==> src/rtl/crao_pkg.sv <==
// Purpose: shared offsets, field positions and reset values of the calendar and alarm-one block
// Assumes: 8-bit register port driven by the two-wire serial bus engine on ref_clk
// Notes:   all time fields are packed bcd, tens digit above units digit
package crao_pkg;

  // register offsets on the serial bus register port
  localparam logic [7:0] CRAO_OFF_TIME_MINUTES      = 8'h07;
  localparam logic [7:0] CRAO_OFF_TIME_HOURS        = 8'h08;
  localparam logic [7:0] CRAO_OFF_WEEKDAY_VALUE     = 8'h09;
  localparam logic [7:0] CRAO_OFF_MONTH_DAY_VALUE   = 8'h0A;
  localparam logic [7:0] CRAO_OFF_MONTH_AND_CENTURY = 8'h0B;
  localparam logic [7:0] CRAO_OFF_YEAR_VALUE        = 8'h0C;
  localparam logic [7:0] CRAO_OFF_ALARM_ONE_SECONDS = 8'h0D;
  localparam logic [7:0] CRAO_OFF_ALARM_ONE_MINUTES = 8'h0E;

  // reset values
  localparam logic [7:0] CRAO_RST_TIME_MINUTES      = 8'h00;
  localparam logic [7:0] CRAO_RST_TIME_HOURS        = 8'h00;
  localparam logic [7:0] CRAO_RST_WEEKDAY_VALUE     = 8'h01;
  localparam logic [7:0] CRAO_RST_MONTH_DAY_VALUE   = 8'h01;
  localparam logic [7:0] CRAO_RST_MONTH_AND_CENTURY = 8'h01;
  localparam logic [7:0] CRAO_RST_YEAR_VALUE        = 8'h00;
  localparam logic [7:0] CRAO_RST_ALARM_ONE_SECONDS = 8'h00;
  localparam logic [7:0] CRAO_RST_ALARM_ONE_MINUTES = 8'h00;

  // writable bits of each register; the rest read as zero
  localparam logic [7:0] CRAO_MSK_MINUTES  = 8'h7F;
  localparam logic [7:0] CRAO_MSK_HOURS    = 8'h7F;
  localparam logic [7:0] CRAO_MSK_WEEKDAY  = 8'h07;
  localparam logic [7:0] CRAO_MSK_DATE     = 8'h3F;
  localparam logic [7:0] CRAO_MSK_MONTH    = 8'h9F;
  localparam logic [7:0] CRAO_MSK_YEAR     = 8'hFF;

  // field positions
  localparam int CRAO_BIT_CENTURY      = 7;
  localparam int CRAO_BIT_ALARM_MASK   = 7;
  localparam int CRAO_BIT_WEEKDAY_SEL  = 6;

  // compare widths of the bcd value part of each alarm byte
  localparam logic [7:0] CRAO_CMP_SEC_MIN  = 8'h7F;
  localparam logic [7:0] CRAO_CMP_HOUR     = 8'h3F;
  localparam logic [7:0] CRAO_CMP_DAYDATE  = 8'h3F;

  // rollover limits, packed bcd
  localparam logic [7:0] CRAO_MAX_SEC_MIN  = 8'h59;
  localparam logic [7:0] CRAO_MAX_HOUR     = 8'h23;
  localparam logic [7:0] CRAO_MAX_WEEKDAY  = 8'h07;
  localparam logic [7:0] CRAO_MIN_ONE      = 8'h01;
  localparam logic [7:0] CRAO_MIN_ZERO     = 8'h00;
  localparam logic [7:0] CRAO_MAX_MONTH    = 8'h12;
  localparam logic [7:0] CRAO_MAX_YEAR     = 8'h99;

  // month lengths, packed bcd
  localparam logic [7:0] CRAO_DAYS_LONG    = 8'h31;
  localparam logic [7:0] CRAO_DAYS_SHORT   = 8'h30;
  localparam logic [7:0] CRAO_DAYS_FEB     = 8'h28;
  localparam logic [7:0] CRAO_DAYS_FEB_LEAP = 8'h29;
  localparam logic [7:0] CRAO_MONTH_FEB    = 8'h02;
  localparam logic [7:0] CRAO_MONTH_APR    = 8'h04;
  localparam logic [7:0] CRAO_MONTH_JUN    = 8'h06;
  localparam logic [7:0] CRAO_MONTH_SEP    = 8'h09;
  localparam logic [7:0] CRAO_MONTH_NOV    = 8'h11;

endpackage : crao_pkg

==> src/rtl/crao_calendar.sv <==
// Purpose: calendar registers (minute to year) and alarm-one seconds/minutes with match logic
// Assumes: register port comes from the serial bus engine on ref_clk; sec_tick is a one-cycle
//          enable once per second from the seconds block, which also supplies the seconds value
// Notes:   a host write wins over a calendar advance in the same cycle
`timescale 1ns/1ps
module crao_calendar
  import crao_pkg::*;
(
  input  wire logic       ref_clk,
  input  wire logic       arst_n,
  input  wire logic       sec_tick,
  input  wire logic [7:0] seconds_bcd,
  input  wire logic [7:0] reg_addr,
  input  wire logic [7:0] reg_wdata,
  input  wire logic       reg_wr,
  input  wire logic       reg_rd,
  output logic      [7:0] reg_rdata,
  input  wire logic [7:0] alarm_one_hours,
  input  wire logic [7:0] alarm_one_daydate,
  input  wire logic       alarm_one_irq_enable,
  input  wire logic       alarm_one_flag,
  output logic            alarm_one_set,
  output logic            irq_or_clock_in_pin
);

  // register storage
  logic [7:0] time_minutes_ff;
  logic [7:0] time_hours_ff;
  logic [7:0] weekday_value_ff;
  logic [7:0] month_day_value_ff;
  logic [7:0] month_and_century_ff;
  logic [7:0] year_value_ff;
  logic [7:0] alarm_one_seconds_ff;
  logic [7:0] alarm_one_minutes_ff;
  logic [7:0] reg_rdata_ff;
  logic       tick_seen_ff;
  logic       alarm_one_set_ff;
  logic       irq_ff;

  // write strobes
  logic wr_minutes;
  logic wr_hours;
  logic wr_weekday;
  logic wr_date;
  logic wr_month;
  logic wr_year;
  logic wr_alm_sec;
  logic wr_alm_min;

  // carry chain
  logic       sec_wrap;
  logic       min_wrap;
  logic       hour_wrap;
  logic       date_wrap;
  logic       month_wrap;
  logic       year_wrap;
  logic       min_step;
  logic       hour_step;
  logic       day_step;
  logic       month_step;
  logic       year_step;
  logic [7:0] nxt_minutes;
  logic [7:0] nxt_hours;
  logic [7:0] nxt_weekday;
  logic [7:0] nxt_date;
  logic [7:0] nxt_month;
  logic [7:0] nxt_year;
  logic [7:0] month_last_date;
  logic [7:0] month_bcd;

  // alarm compare
  logic       sec_hit;
  logic       min_hit;
  logic       hour_hit;
  logic       daydate_hit;
  logic       alarm_match;
  logic [7:0] daydate_now;
  logic [7:0] nxt_rdata;

  // address decode
  always_comb begin
    wr_minutes = reg_wr && (reg_addr == CRAO_OFF_TIME_MINUTES);
    wr_hours   = reg_wr && (reg_addr == CRAO_OFF_TIME_HOURS);
    wr_weekday = reg_wr && (reg_addr == CRAO_OFF_WEEKDAY_VALUE);
    wr_date    = reg_wr && (reg_addr == CRAO_OFF_MONTH_DAY_VALUE);
    wr_month   = reg_wr && (reg_addr == CRAO_OFF_MONTH_AND_CENTURY);
    wr_year    = reg_wr && (reg_addr == CRAO_OFF_YEAR_VALUE);
    wr_alm_sec = reg_wr && (reg_addr == CRAO_OFF_ALARM_ONE_SECONDS);
    wr_alm_min = reg_wr && (reg_addr == CRAO_OFF_ALARM_ONE_MINUTES);
  end

  // the seconds block rolls 59 to 00 on this tick, so a minute step is due
  assign sec_wrap   = (seconds_bcd[6:0] == CRAO_MAX_SEC_MIN[6:0]);
  assign min_step   = sec_tick && sec_wrap;
  assign hour_step  = min_step && min_wrap;
  assign day_step   = hour_step && hour_wrap;
  assign month_step = day_step && date_wrap;
  assign year_step  = month_step && month_wrap;
  assign month_bcd  = {3'h0, month_and_century_ff[4:0]};

  // minutes 00..59
  crao_bcd_step u_min_step (
    .cur_val    (time_minutes_ff),
    .top_val    (CRAO_MAX_SEC_MIN),
    .bottom_val (CRAO_MIN_ZERO),
    .nxt_val    (nxt_minutes),
    .wrap       (min_wrap)
  );

  // hours 00..23, 24-hour form only
  crao_bcd_step u_hour_step (
    .cur_val    ({2'h0, time_hours_ff[5:0]}),
    .top_val    (CRAO_MAX_HOUR),
    .bottom_val (CRAO_MIN_ZERO),
    .nxt_val    (nxt_hours),
    .wrap       (hour_wrap)
  );

  // weekday 1..7; its wrap is not part of the carry chain
  crao_bcd_step u_wday_step (
    .cur_val    (weekday_value_ff),
    .top_val    (CRAO_MAX_WEEKDAY),
    .bottom_val (CRAO_MIN_ONE),
    .nxt_val    (nxt_weekday),
    .wrap       ()
  );

  // last date depends on month and leap year
  crao_month_len u_month_len (
    .month_bcd (month_bcd),
    .year_bcd  (year_value_ff),
    .last_date (month_last_date)
  );

  // date 01..last
  crao_bcd_step u_date_step (
    .cur_val    (month_day_value_ff),
    .top_val    (month_last_date),
    .bottom_val (CRAO_MIN_ONE),
    .nxt_val    (nxt_date),
    .wrap       (date_wrap)
  );

  // month 01..12
  crao_bcd_step u_month_step (
    .cur_val    (month_bcd),
    .top_val    (CRAO_MAX_MONTH),
    .bottom_val (CRAO_MIN_ONE),
    .nxt_val    (nxt_month),
    .wrap       (month_wrap)
  );

  // year 00..99
  crao_bcd_step u_year_step (
    .cur_val    (year_value_ff),
    .top_val    (CRAO_MAX_YEAR),
    .bottom_val (CRAO_MIN_ZERO),
    .nxt_val    (nxt_year),
    .wrap       (year_wrap)
  );

  // minutes register
  always_ff @(posedge ref_clk or negedge arst_n) begin
    if (!arst_n) begin
      time_minutes_ff <= CRAO_RST_TIME_MINUTES;
    end else if (wr_minutes) begin
      time_minutes_ff <= reg_wdata & CRAO_MSK_MINUTES;
    end else if (min_step) begin
      time_minutes_ff <= nxt_minutes;
    end
  end

  // hours register; bit 6 is stored as written, the host keeps it zero
  always_ff @(posedge ref_clk or negedge arst_n) begin
    if (!arst_n) begin
      time_hours_ff <= CRAO_RST_TIME_HOURS;
    end else if (wr_hours) begin
      time_hours_ff <= reg_wdata & CRAO_MSK_HOURS;
    end else if (hour_step) begin
      time_hours_ff <= {time_hours_ff[7:6], nxt_hours[5:0]};
    end
  end

  // weekday register
  always_ff @(posedge ref_clk or negedge arst_n) begin
    if (!arst_n) begin
      weekday_value_ff <= CRAO_RST_WEEKDAY_VALUE;
    end else if (wr_weekday) begin
      weekday_value_ff <= reg_wdata & CRAO_MSK_WEEKDAY;
    end else if (day_step) begin
      weekday_value_ff <= nxt_weekday & CRAO_MSK_WEEKDAY;
    end
  end

  // date register
  always_ff @(posedge ref_clk or negedge arst_n) begin
    if (!arst_n) begin
      month_day_value_ff <= CRAO_RST_MONTH_DAY_VALUE;
    end else if (wr_date) begin
      month_day_value_ff <= reg_wdata & CRAO_MSK_DATE;
    end else if (day_step) begin
      month_day_value_ff <= nxt_date & CRAO_MSK_DATE;
    end
  end

  // month register with the century bit above it
  always_ff @(posedge ref_clk or negedge arst_n) begin
    if (!arst_n) begin
      month_and_century_ff <= CRAO_RST_MONTH_AND_CENTURY;
    end else if (wr_month) begin
      month_and_century_ff <= reg_wdata & CRAO_MSK_MONTH;
    end else if (month_step) begin
      // any month step while the year reads 99 toggles the century bit
      month_and_century_ff <= {month_and_century_ff[CRAO_BIT_CENTURY] ^ year_wrap, 2'h0,
                               nxt_month[4:0]};
    end
  end

  // year register
  always_ff @(posedge ref_clk or negedge arst_n) begin
    if (!arst_n) begin
      year_value_ff <= CRAO_RST_YEAR_VALUE;
    end else if (wr_year) begin
      year_value_ff <= reg_wdata & CRAO_MSK_YEAR;
    end else if (year_step) begin
      year_value_ff <= nxt_year;
    end
  end

  // alarm-one seconds and minutes; hours and day/date live next door at 0Fh/10h
  always_ff @(posedge ref_clk or negedge arst_n) begin
    if (!arst_n) begin
      alarm_one_seconds_ff <= CRAO_RST_ALARM_ONE_SECONDS;
      alarm_one_minutes_ff <= CRAO_RST_ALARM_ONE_MINUTES;
    end else begin
      if (wr_alm_sec) begin
        alarm_one_seconds_ff <= reg_wdata;
      end
      if (wr_alm_min) begin
        alarm_one_minutes_ff <= reg_wdata;
      end
    end
  end

  // field compares; a set mask bit makes the field a don't-care
  always_comb begin
    daydate_now = alarm_one_daydate[CRAO_BIT_WEEKDAY_SEL] ? weekday_value_ff
                                                           : month_day_value_ff;
    sec_hit     = alarm_one_seconds_ff[CRAO_BIT_ALARM_MASK] ||
                  ((seconds_bcd & CRAO_CMP_SEC_MIN) == (alarm_one_seconds_ff & CRAO_CMP_SEC_MIN));
    min_hit     = alarm_one_minutes_ff[CRAO_BIT_ALARM_MASK] ||
                  ((time_minutes_ff & CRAO_CMP_SEC_MIN) == (alarm_one_minutes_ff & CRAO_CMP_SEC_MIN));
    hour_hit    = alarm_one_hours[CRAO_BIT_ALARM_MASK] ||
                  ((time_hours_ff & CRAO_CMP_HOUR) == (alarm_one_hours & CRAO_CMP_HOUR));
    daydate_hit = alarm_one_daydate[CRAO_BIT_ALARM_MASK] ||
                  ((daydate_now & CRAO_CMP_DAYDATE) == (alarm_one_daydate & CRAO_CMP_DAYDATE));
    // unlisted mask mixes just act as per-field don't-cares
    alarm_match = sec_hit && min_hit && hour_hit && daydate_hit;
  end

  // compare one cycle after the tick, once the whole time has settled
  always_ff @(posedge ref_clk or negedge arst_n) begin
    if (!arst_n) begin
      tick_seen_ff <= 1'b0;
    end else begin
      tick_seen_ff <= sec_tick;
    end
  end

  // one flag-set pulse per matching second, so the rate follows the masks
  always_ff @(posedge ref_clk or negedge arst_n) begin
    if (!arst_n) begin
      alarm_one_set_ff <= 1'b0;
    end else begin
      alarm_one_set_ff <= tick_seen_ff && alarm_match;
    end
  end

  // interrupt pin follows the sticky flag, gated by the enable
  always_ff @(posedge ref_clk or negedge arst_n) begin
    if (!arst_n) begin
      irq_ff <= 1'b0;
    end else begin
      irq_ff <= alarm_one_irq_enable && (alarm_one_flag || alarm_one_set_ff);
    end
  end

  // read mux; unmapped offsets read zero so neighbours can or their data in
  always_comb begin
    unique case (reg_addr)
      CRAO_OFF_TIME_MINUTES:      nxt_rdata = time_minutes_ff;
      CRAO_OFF_TIME_HOURS:        nxt_rdata = time_hours_ff;
      CRAO_OFF_WEEKDAY_VALUE:     nxt_rdata = weekday_value_ff;
      CRAO_OFF_MONTH_DAY_VALUE:   nxt_rdata = month_day_value_ff;
      CRAO_OFF_MONTH_AND_CENTURY: nxt_rdata = month_and_century_ff;
      CRAO_OFF_YEAR_VALUE:        nxt_rdata = year_value_ff;
      CRAO_OFF_ALARM_ONE_SECONDS: nxt_rdata = alarm_one_seconds_ff;
      CRAO_OFF_ALARM_ONE_MINUTES: nxt_rdata = alarm_one_minutes_ff;
      default:                    nxt_rdata = 8'h00;
    endcase
  end

  // read data is held until the next read strobe
  always_ff @(posedge ref_clk or negedge arst_n) begin
    if (!arst_n) begin
      reg_rdata_ff <= 8'h00;
    end else if (reg_rd) begin
      reg_rdata_ff <= nxt_rdata;
    end
  end

  assign reg_rdata           = reg_rdata_ff;
  assign alarm_one_set       = alarm_one_set_ff;
  assign irq_or_clock_in_pin = irq_ff;

endmodule : crao_calendar

==> src/rtl/crao_bcd_step.sv <==
// Purpose: one packed bcd increment with wrap from a top value to a bottom value
// Assumes: value is legal bcd; illegal codes simply count on, those below the top wrap there, those above it roll past F9 to 00
// Notes:   purely combinational, shared by every calendar field
`timescale 1ns/1ps
module crao_bcd_step
  import crao_pkg::*;
(
  input  wire logic [7:0] cur_val,
  input  wire logic [7:0] top_val,
  input  wire logic [7:0] bottom_val,
  output logic      [7:0] nxt_val,
  output logic            wrap
);

  // wrap at the top, otherwise carry the units digit into the tens digit
  always_comb begin
    wrap = (cur_val == top_val);
    if (wrap) begin
      nxt_val = bottom_val;
    end else if (cur_val[3:0] == 4'h9) begin
      nxt_val = {4'(cur_val[7:4] + 4'h1), 4'h0};
    end else begin
      nxt_val = {cur_val[7:4], 4'(cur_val[3:0] + 4'h1)};
    end
  end

endmodule : crao_bcd_step

==> src/rtl/crao_month_len.sv <==
// Purpose: last date of the current month in packed bcd
// Assumes: month and year are legal bcd
// Notes:   year 00 is taken as a leap year; the 100/400 exceptions are not modelled
`timescale 1ns/1ps
module crao_month_len
  import crao_pkg::*;
(
  input  wire logic [7:0] month_bcd,
  input  wire logic [7:0] year_bcd,
  output logic      [7:0] last_date
);

  logic leap_year;

  // bcd year divisible by four: even tens with units 0/4/8, odd tens with units 2/6
  always_comb begin
    if (year_bcd[4]) begin
      leap_year = (year_bcd[3:0] == 4'h2) || (year_bcd[3:0] == 4'h6);
    end else begin
      leap_year = (year_bcd[3:0] == 4'h0) || (year_bcd[3:0] == 4'h4) || (year_bcd[3:0] == 4'h8);
    end
  end

  // month length table
  always_comb begin
    if (month_bcd == CRAO_MONTH_FEB) begin
      last_date = leap_year ? CRAO_DAYS_FEB_LEAP : CRAO_DAYS_FEB;
    end else if ((month_bcd == CRAO_MONTH_APR) || (month_bcd == CRAO_MONTH_JUN) ||
                 (month_bcd == CRAO_MONTH_SEP) || (month_bcd == CRAO_MONTH_NOV)) begin
      last_date = CRAO_DAYS_SHORT;
    end else begin
      last_date = CRAO_DAYS_LONG;
    end
  end

endmodule : crao_month_len

==> config.mk <==
export PLATFORM = sky130hd
export DESIGN_NAME = crao_calendar
export DESIGN_NICKNAME = d
export VERILOG_FILES = /design/src/rtl/crao_pkg.sv /design/src/rtl/crao_calendar.sv /design/src/rtl/crao_bcd_step.sv /design/src/rtl/crao_month_len.sv
export SDC_FILE = /design/constraint.sdc
export NUM_CORES = 1
export LEC_CHECK = 0
export BUFFER_PORTS_ARGS = -buffer_cell sky130_fd_sc_hd__buf_2
export CAP_MARGIN = 10
export CORE_UTILIZATION = 32
export DETAILED_ROUTE_END_ITERATION = 6
export PLACE_DENSITY = 0.5
export SYNTH_ARGS = -nofsm -noshare
export SYNTH_HDL_FRONTEND = slang
export SYNTH_HIERARCHICAL = 1
export SYNTH_SLANG_ARGS = --single-unit
==> constraint.sdc <==
create_clock -name ref_clk -period 6.5 [get_ports ref_clk]
set_clock_uncertainty 0.15 [all_clocks]
set_input_delay 1.3 -clock ref_clk [delete_from_list [all_inputs] [get_ports ref_clk]]
set_output_delay 1.3 -clock ref_clk [all_outputs]
set_load 0.005 [all_outputs]
**After elaboration in Yosys (flattened, before gate mapping)**

Cells that the tools add are included.

- Flip-flop bits (word level): 75
- Latch bits: 0
- Bits in writable memories: 0
- Memory bits (read-only): 0
- Input bits: 47
- Output and inout bits: 10
- Logic and storage cells: 140
- Memories: 0

- Add/subtract/negate cells: 11
- Multiply operators: 0
- Divide/modulo/power cells: 0
- $lt $le $gt $ge: 0
- Equality and inequality tests: 34
- Shift-type cells: 0
- Multiplexer cells: 30
- Bitwise gates (word level): 1
- Reductions and logical operators: 46

Operator list:

| operator | number |
|---|---|
| two-way mux 8 bit | 16 |
| one-hot mux 8 bit (8 select lines) | 1 |
| == test 8 x 4 -> 1 bit (second input constant) | 7 |
| two-way mux 6 bit | 6 |
| adder 4 x 1 -> 4 bit (second input constant) | 7 |
| == test 4 bit (second input constant) | 7 |
| logical AND 1 bit | 18 |
| == test 8 x 3 -> 1 bit (second input constant) | 2 |
| nonzero test 3 bit | 5 |
| == test 7 bit | 2 |
| == test 6 bit | 2 |
| nonzero test 2 bit | 6 |
| logical OR 1 bit | 11 |
| == test 5 x 3 -> 1 bit (second input constant) | 2 |
| == test 5 bit (second input constant) | 2 |
| two-way mux 5 bit | 2 |
| AND reduction 2 bit | 5 |
| == test 4 x 3 -> 1 bit (second input constant) | 2 |
| == test 8 x 7 -> 1 bit (second input constant) | 1 |
| == test 8 bit | 1 |
| == test 8 bit (second input constant) | 1 |
| == test 7 bit (second input constant) | 1 |
| == test 6 bit (second input constant) | 1 |
| two-way mux 3 bit | 2 |
| 9 further kinds | 12 |

**Logic depth before layout (Yosys ltp)**

- Word-level depth: 11
- Gate-level depth with buffers: 11
- Gate-level depth less buffers: 10

**Cells and area by module**

Netlist, hierarchy kept.

By module, submodules not included:

| module | times used | cells each | area each (µm²) |
|---|---|---|---|
| crao_calendar | 1 | 370 | 3787.4 |
| crao_bcd_step | 6 | 38 | 320.3 |
| crao_month_len | 1 | 20 | 133.9 |

**Worst setup path after synthesis**

No wires, ideal clock.

- Kind: register -> register
- Start: register month_and_century_ff[4]
- End: register year_value_ff[0]
- Setup time: 0.127 ns
- Arrival time: 2.702 ns
- Data required time: 6.223 ns
- Setup slack: 3.522 ns
- Stages on the path, launching flop included: 12
- Path buffers: 1
- Cell sequence: dfrtp_1 or3_1 or3b_1 o311ai_1 xor2_1 nor4_2 nand2_2 inv_1 and3_1 buf_4 mux2i_1 o21ai_0

- Word-level cells in the longest chain between the ends: 10
- Elaborated cells between the ends (all ways): 15
- Classes of those cells: eq/ne (7); mux (2); reduce/logical (6)

RTL lines:

| what | line | text |
|---|---|---|
| from (decl) | crao_calendar.sv:31 | `logic [7:0] month_and_century_ff;` |
| from (signal assigned) | crao_calendar.sv:211 | `month_and_century_ff <= reg_wdata & CRAO_MSK_MONTH;` |
| from (signal assigned) | crao_calendar.sv:214 | `month_and_century_ff <= {month_and_century_ff[CRAO_BIT_CENTURY] ^ year_wrap, 2'h0,` |
| == test 5 x 3 -> 1 bit | crao_month_len.sv:28 | `end else if ((month_bcd == CRAO_MONTH_APR) \|\| (month_bcd == CRAO_MONTH_JUN) \|\|` |
| logical OR 1 bit (2 in series) | crao_month_len.sv:28 |  |
| logical OR 1 bit | crao_month_len.sv:29 | `(month_bcd == CRAO_MONTH_SEP) \|\| (month_bcd == CRAO_MONTH_NOV)) begin` |
| two-way mux 1 bit | crao_month_len.sv:28 |  |
| two-way mux 8 bit (*) | crao_month_len.sv:26 | `if (month_bcd == CRAO_MONTH_FEB) begin` |
| via month_last_date[0] | crao_calendar.sv:68 | `logic [7:0] month_last_date;` |
| == test 8 bit (*) | crao_bcd_step.sv:17 | `wrap = (cur_val == top_val);` |
| via date_wrap | crao_calendar.sv:54 | `logic date_wrap;` |
| logical AND 1 bit (*) | crao_calendar.sv:97 | `assign month_step = day_step && date_wrap;` |
| logical AND 1 bit (*) | crao_calendar.sv:98 | `assign year_step = month_step && month_wrap;` |
| nonzero test 2 bit (no source line) (*) | -- |  |
| to (signal assigned) | crao_calendar.sv:224 | `year_value_ff <= reg_wdata & CRAO_MSK_YEAR;` |
| to (signal assigned) | crao_calendar.sv:226 | `year_value_ff <= nxt_year;` |
| to (decl) | crao_calendar.sv:32 | `logic [7:0] year_value_ff;` |

Mark *: on every way through the listed nets, which the timed path passes. The rest lies on a longest branch.
A chain may end at the register's enable or synchronous reset.

**Worst setup path in the final report**

- Start: register month_and_century_ff[3]
- End: register year_value_ff[6]

- Word-level cells in the longest chain between the ends: 11
- Elaborated cells between the ends (all ways): 16
- Classes of those cells: eq/ne (7); mux (2); reduce/logical (7)

RTL lines:

| what | line |
|---|---|
| == test 5 x 3 -> 1 bit | crao_month_len.sv:28 |
| logical OR 1 bit (2 in series) | crao_month_len.sv:28 |
| logical OR 1 bit | crao_month_len.sv:29 |
| two-way mux 1 bit | crao_month_len.sv:28 |
| two-way mux 8 bit (*) | crao_month_len.sv:26 |
| via month_last_date[0] | crao_calendar.sv:68 |
| == test 8 bit (*) | crao_bcd_step.sv:17 |
| via date_wrap | crao_calendar.sv:54 |
| logical AND 1 bit (*) | crao_calendar.sv:97 |
| logical AND 1 bit (*) | crao_calendar.sv:98 |
| nonzero test 2 bit (no source line) (*) | -- |
| AND reduction 2 bit (no source line) (*) | -- |

Marked as above.

==> impl_metrics.csv <==
group,metric,value,unit
status,status,"completed",
die,dieWidth,133,um
global_routing,grt_usage,17.9,%
cts,cts_resized,0,
timing,rsz0062_at_grt,"false",
finish,drive_gt1_share,22.2,%
setup_path,critPathMaxStageDelay,0.53,ns
die,die_y,133,um
timing,worst_pin_slew,0.906,ns
timing,tns,0,ns
die,pin_count,57,
cts,cts-buffers-inserted,9,
detailed_routing,first_pass_iters,4,
synthesis,syn-instance-count,580,
global_routing,gr-total-overflow,0,
worst_hold_path,hp-class,"reg2reg",
cts,h-tree-depth,3,
finish,syn2layout_area_growth,19.5,%
timing,setup_viol,0,
setup_path,worst_ep_required_time,6.56,ns
setup_path,rrSetupSlack,3.03,ns
detailed_routing,wl_per_cell,16.2,um
timing,fin_crit,3.47,ns
cts,cts_buffer_depth,2,
detailed_routing,drc_errors,0,
detailed_routing,final_antenna_net_count,0,
timing,min_period_over_period,53.3,%
timing,drv_slew,0,
detailed_routing,num_vias,4548,
setup_path,start_kind,"flip-flop",
power_and_ir_drop,powerDensity,194,nW/um2
detailed_routing,routed_wl,15200,um
power_and_ir_drop,ir_drop,0.000133,V
global_routing,top_usage_layer,"met2",
placement,gp_congestion,0.850,
timing,slew_headroom,39.5,%
cts,clk_pin_slew_worst_paths,0.06,ns
placement,port_buffers,54,
cts,cts-root-buf,"clkbuf_16",
placement,dp.cells,919,
setup_path,crit_chain,"or3_1, or3b_1, o311ai_1, xor2_1, nor4_2, nand2_2, inv_1, and3_1, mux2i_1, o21ai_0",
finish,nets,761,
global_routing,gr-usage-met3,2.05,%
finish,antennaDiodeCount,0,
synthesis,synth.avg_cell_area,9.49,um2
timing,hold_violations,0,
synthesis,synth_area,5500,um2
setup_path,slowest_stage,"and3_1",
cts,post-cts-setup-buffer-count,0,
setup_path,critPathMaxFanout,9,
setup_path,cp.arrival,3.52,ns
power_and_ir_drop,p_leak,0.00323,uW
placement,dp_hpwl,11200,um
global_routing,grt_start_max_net_pins,66,
cts,hold_buffers,0,
die,num_rows,47,
job,maxCapViolations,0,
timing,fmax,0.288,GHz
global_routing,grt_pass1_wl,24600,um
global_routing,grt_use_met1,23.9,%
setup_path,cp-end-kind,"flip-flop",
detailed_routing,avgViaCountPerCell,4.86,
die,coreArea,16700,um2
synthesis,yosys_warnings,6,
setup_path,path_class,"reg2reg",
die,start_util,32.9,%
cts,cts_tree,"done",
global_routing,grt_pass1_vias,4536,
finish,final_area,6580,um2
global_routing,antenna_found_initial,0,
global_routing,grtUsageMet2,29.3,%
die,die-area,17700,um2
finish,instances_no_fill,935,
cts,cts_sinks,65,
detailed_routing,detail_route.iter0.violations,195,
placement,dpl-instance-area,6230,um2
cts,clk_latency,0.33,ns
==> worst max-delay path, delay by kind of cell, from the launching register on <==
kind | cells | cell delay [ns]
XOR/XNOR | 1 | 0.13
flip-flops | 1 | 0.50
buffers and inverters | 1 | 0.13
AND/OR/NAND/NOR | 5 | 1.77
multiplexers | 1 | 0.24
AO/OA/AOI/OAI | 2 | 0.42
==> final timing paths <==
kind / startpoint / end / depth (start not counted)
min in group asynchronous: arst_n / time_minutes_ff[4] / 2
worst min-delay path: reg_rdata[3] / reg_rdata[3] / 2
worst min register to register: reg_rdata[3] / reg_rdata[3] / 2
worst max register to register: month_and_century_ff[3] / year_value_ff[6] / 10
max in group asynchronous: arst_n / time_minutes_ff[5] / 2
worst max-delay path: month_and_century_ff[3] / year_value_ff[6] / 10
==> sequential cells by signal, indices dropped and copies added (netlist names) <==
name,count
month_and_century_ff,6
time_hours_ff,7
alarm_one_seconds_ff,8
alarm_one_set,1
time_minutes_ff,8
month_day_value_ff,6
irq_or_clock_in_pin,1
weekday_value_ff,3
alarm_one_minutes_ff,8
year_value_ff,8
reg_rdata,8
tick_seen_ff,1
==> routing by layer <==
layer	up-vias	part of all wire (%)
li1	2249	-
met1	2194	46
met2	78	48
met3	27	3.6
met4	0	2.8
met5	-	0
==> area by class of cell <==
type	count	area (um2)
Inverter	27	101
Sequential cell	65	1630
Multi-Input combinational cell	551	3940
Fill cell	1731	10100
Tap cell	220	275
Timing Repair Buffer	56	285
Clock buffer	11	243
Clock inverter	5	103
==> power breakdown <==
group | internal (uW) | switching [uW]
Clock | 385 | 183
Combinational | 106 | 114
Sequential | 430 | 57.1
Total | 920 | 354
==> layout by cell type (no fill, tap or decap), types with 4 or more instances in the layout <==
cell,n
a21oi_1,31
a22o_1,12
a31oi_1,6
and4bb_2,5
buf_2,54
clkbuf_16,9
conb_1,97
dfrtp_1,62
ha_1,4
inv_1,27
mux2_2,55
mux2i_1,53
nand2_1,30
nand2_2,6
nand2b_1,10
nand3_1,11
nand4_1,6
nor2_1,33
nor2b_1,4
nor4_1,10
nor4_2,6
o21ai_0,25
o22ai_1,9
xnor2_1,21
xor2_1,70
==> stage by stage <==
stage          total power (uW)  utilization (%)  hold slack [ns]  setup WS (ns)
2_1_floorplan               638                -            0.329           3.58
3_3_place_gp                704             37.3            0.360           3.09
3_5_place_dp                713             37.3            0.372           2.99
4_1_cts                    1280             39.4            0.384           2.98
5_1_grt                    1330             39.4            0.399           2.71
6_report                   1270             39.4            0.380           3.03
Power figures use the tool's default switching activity.
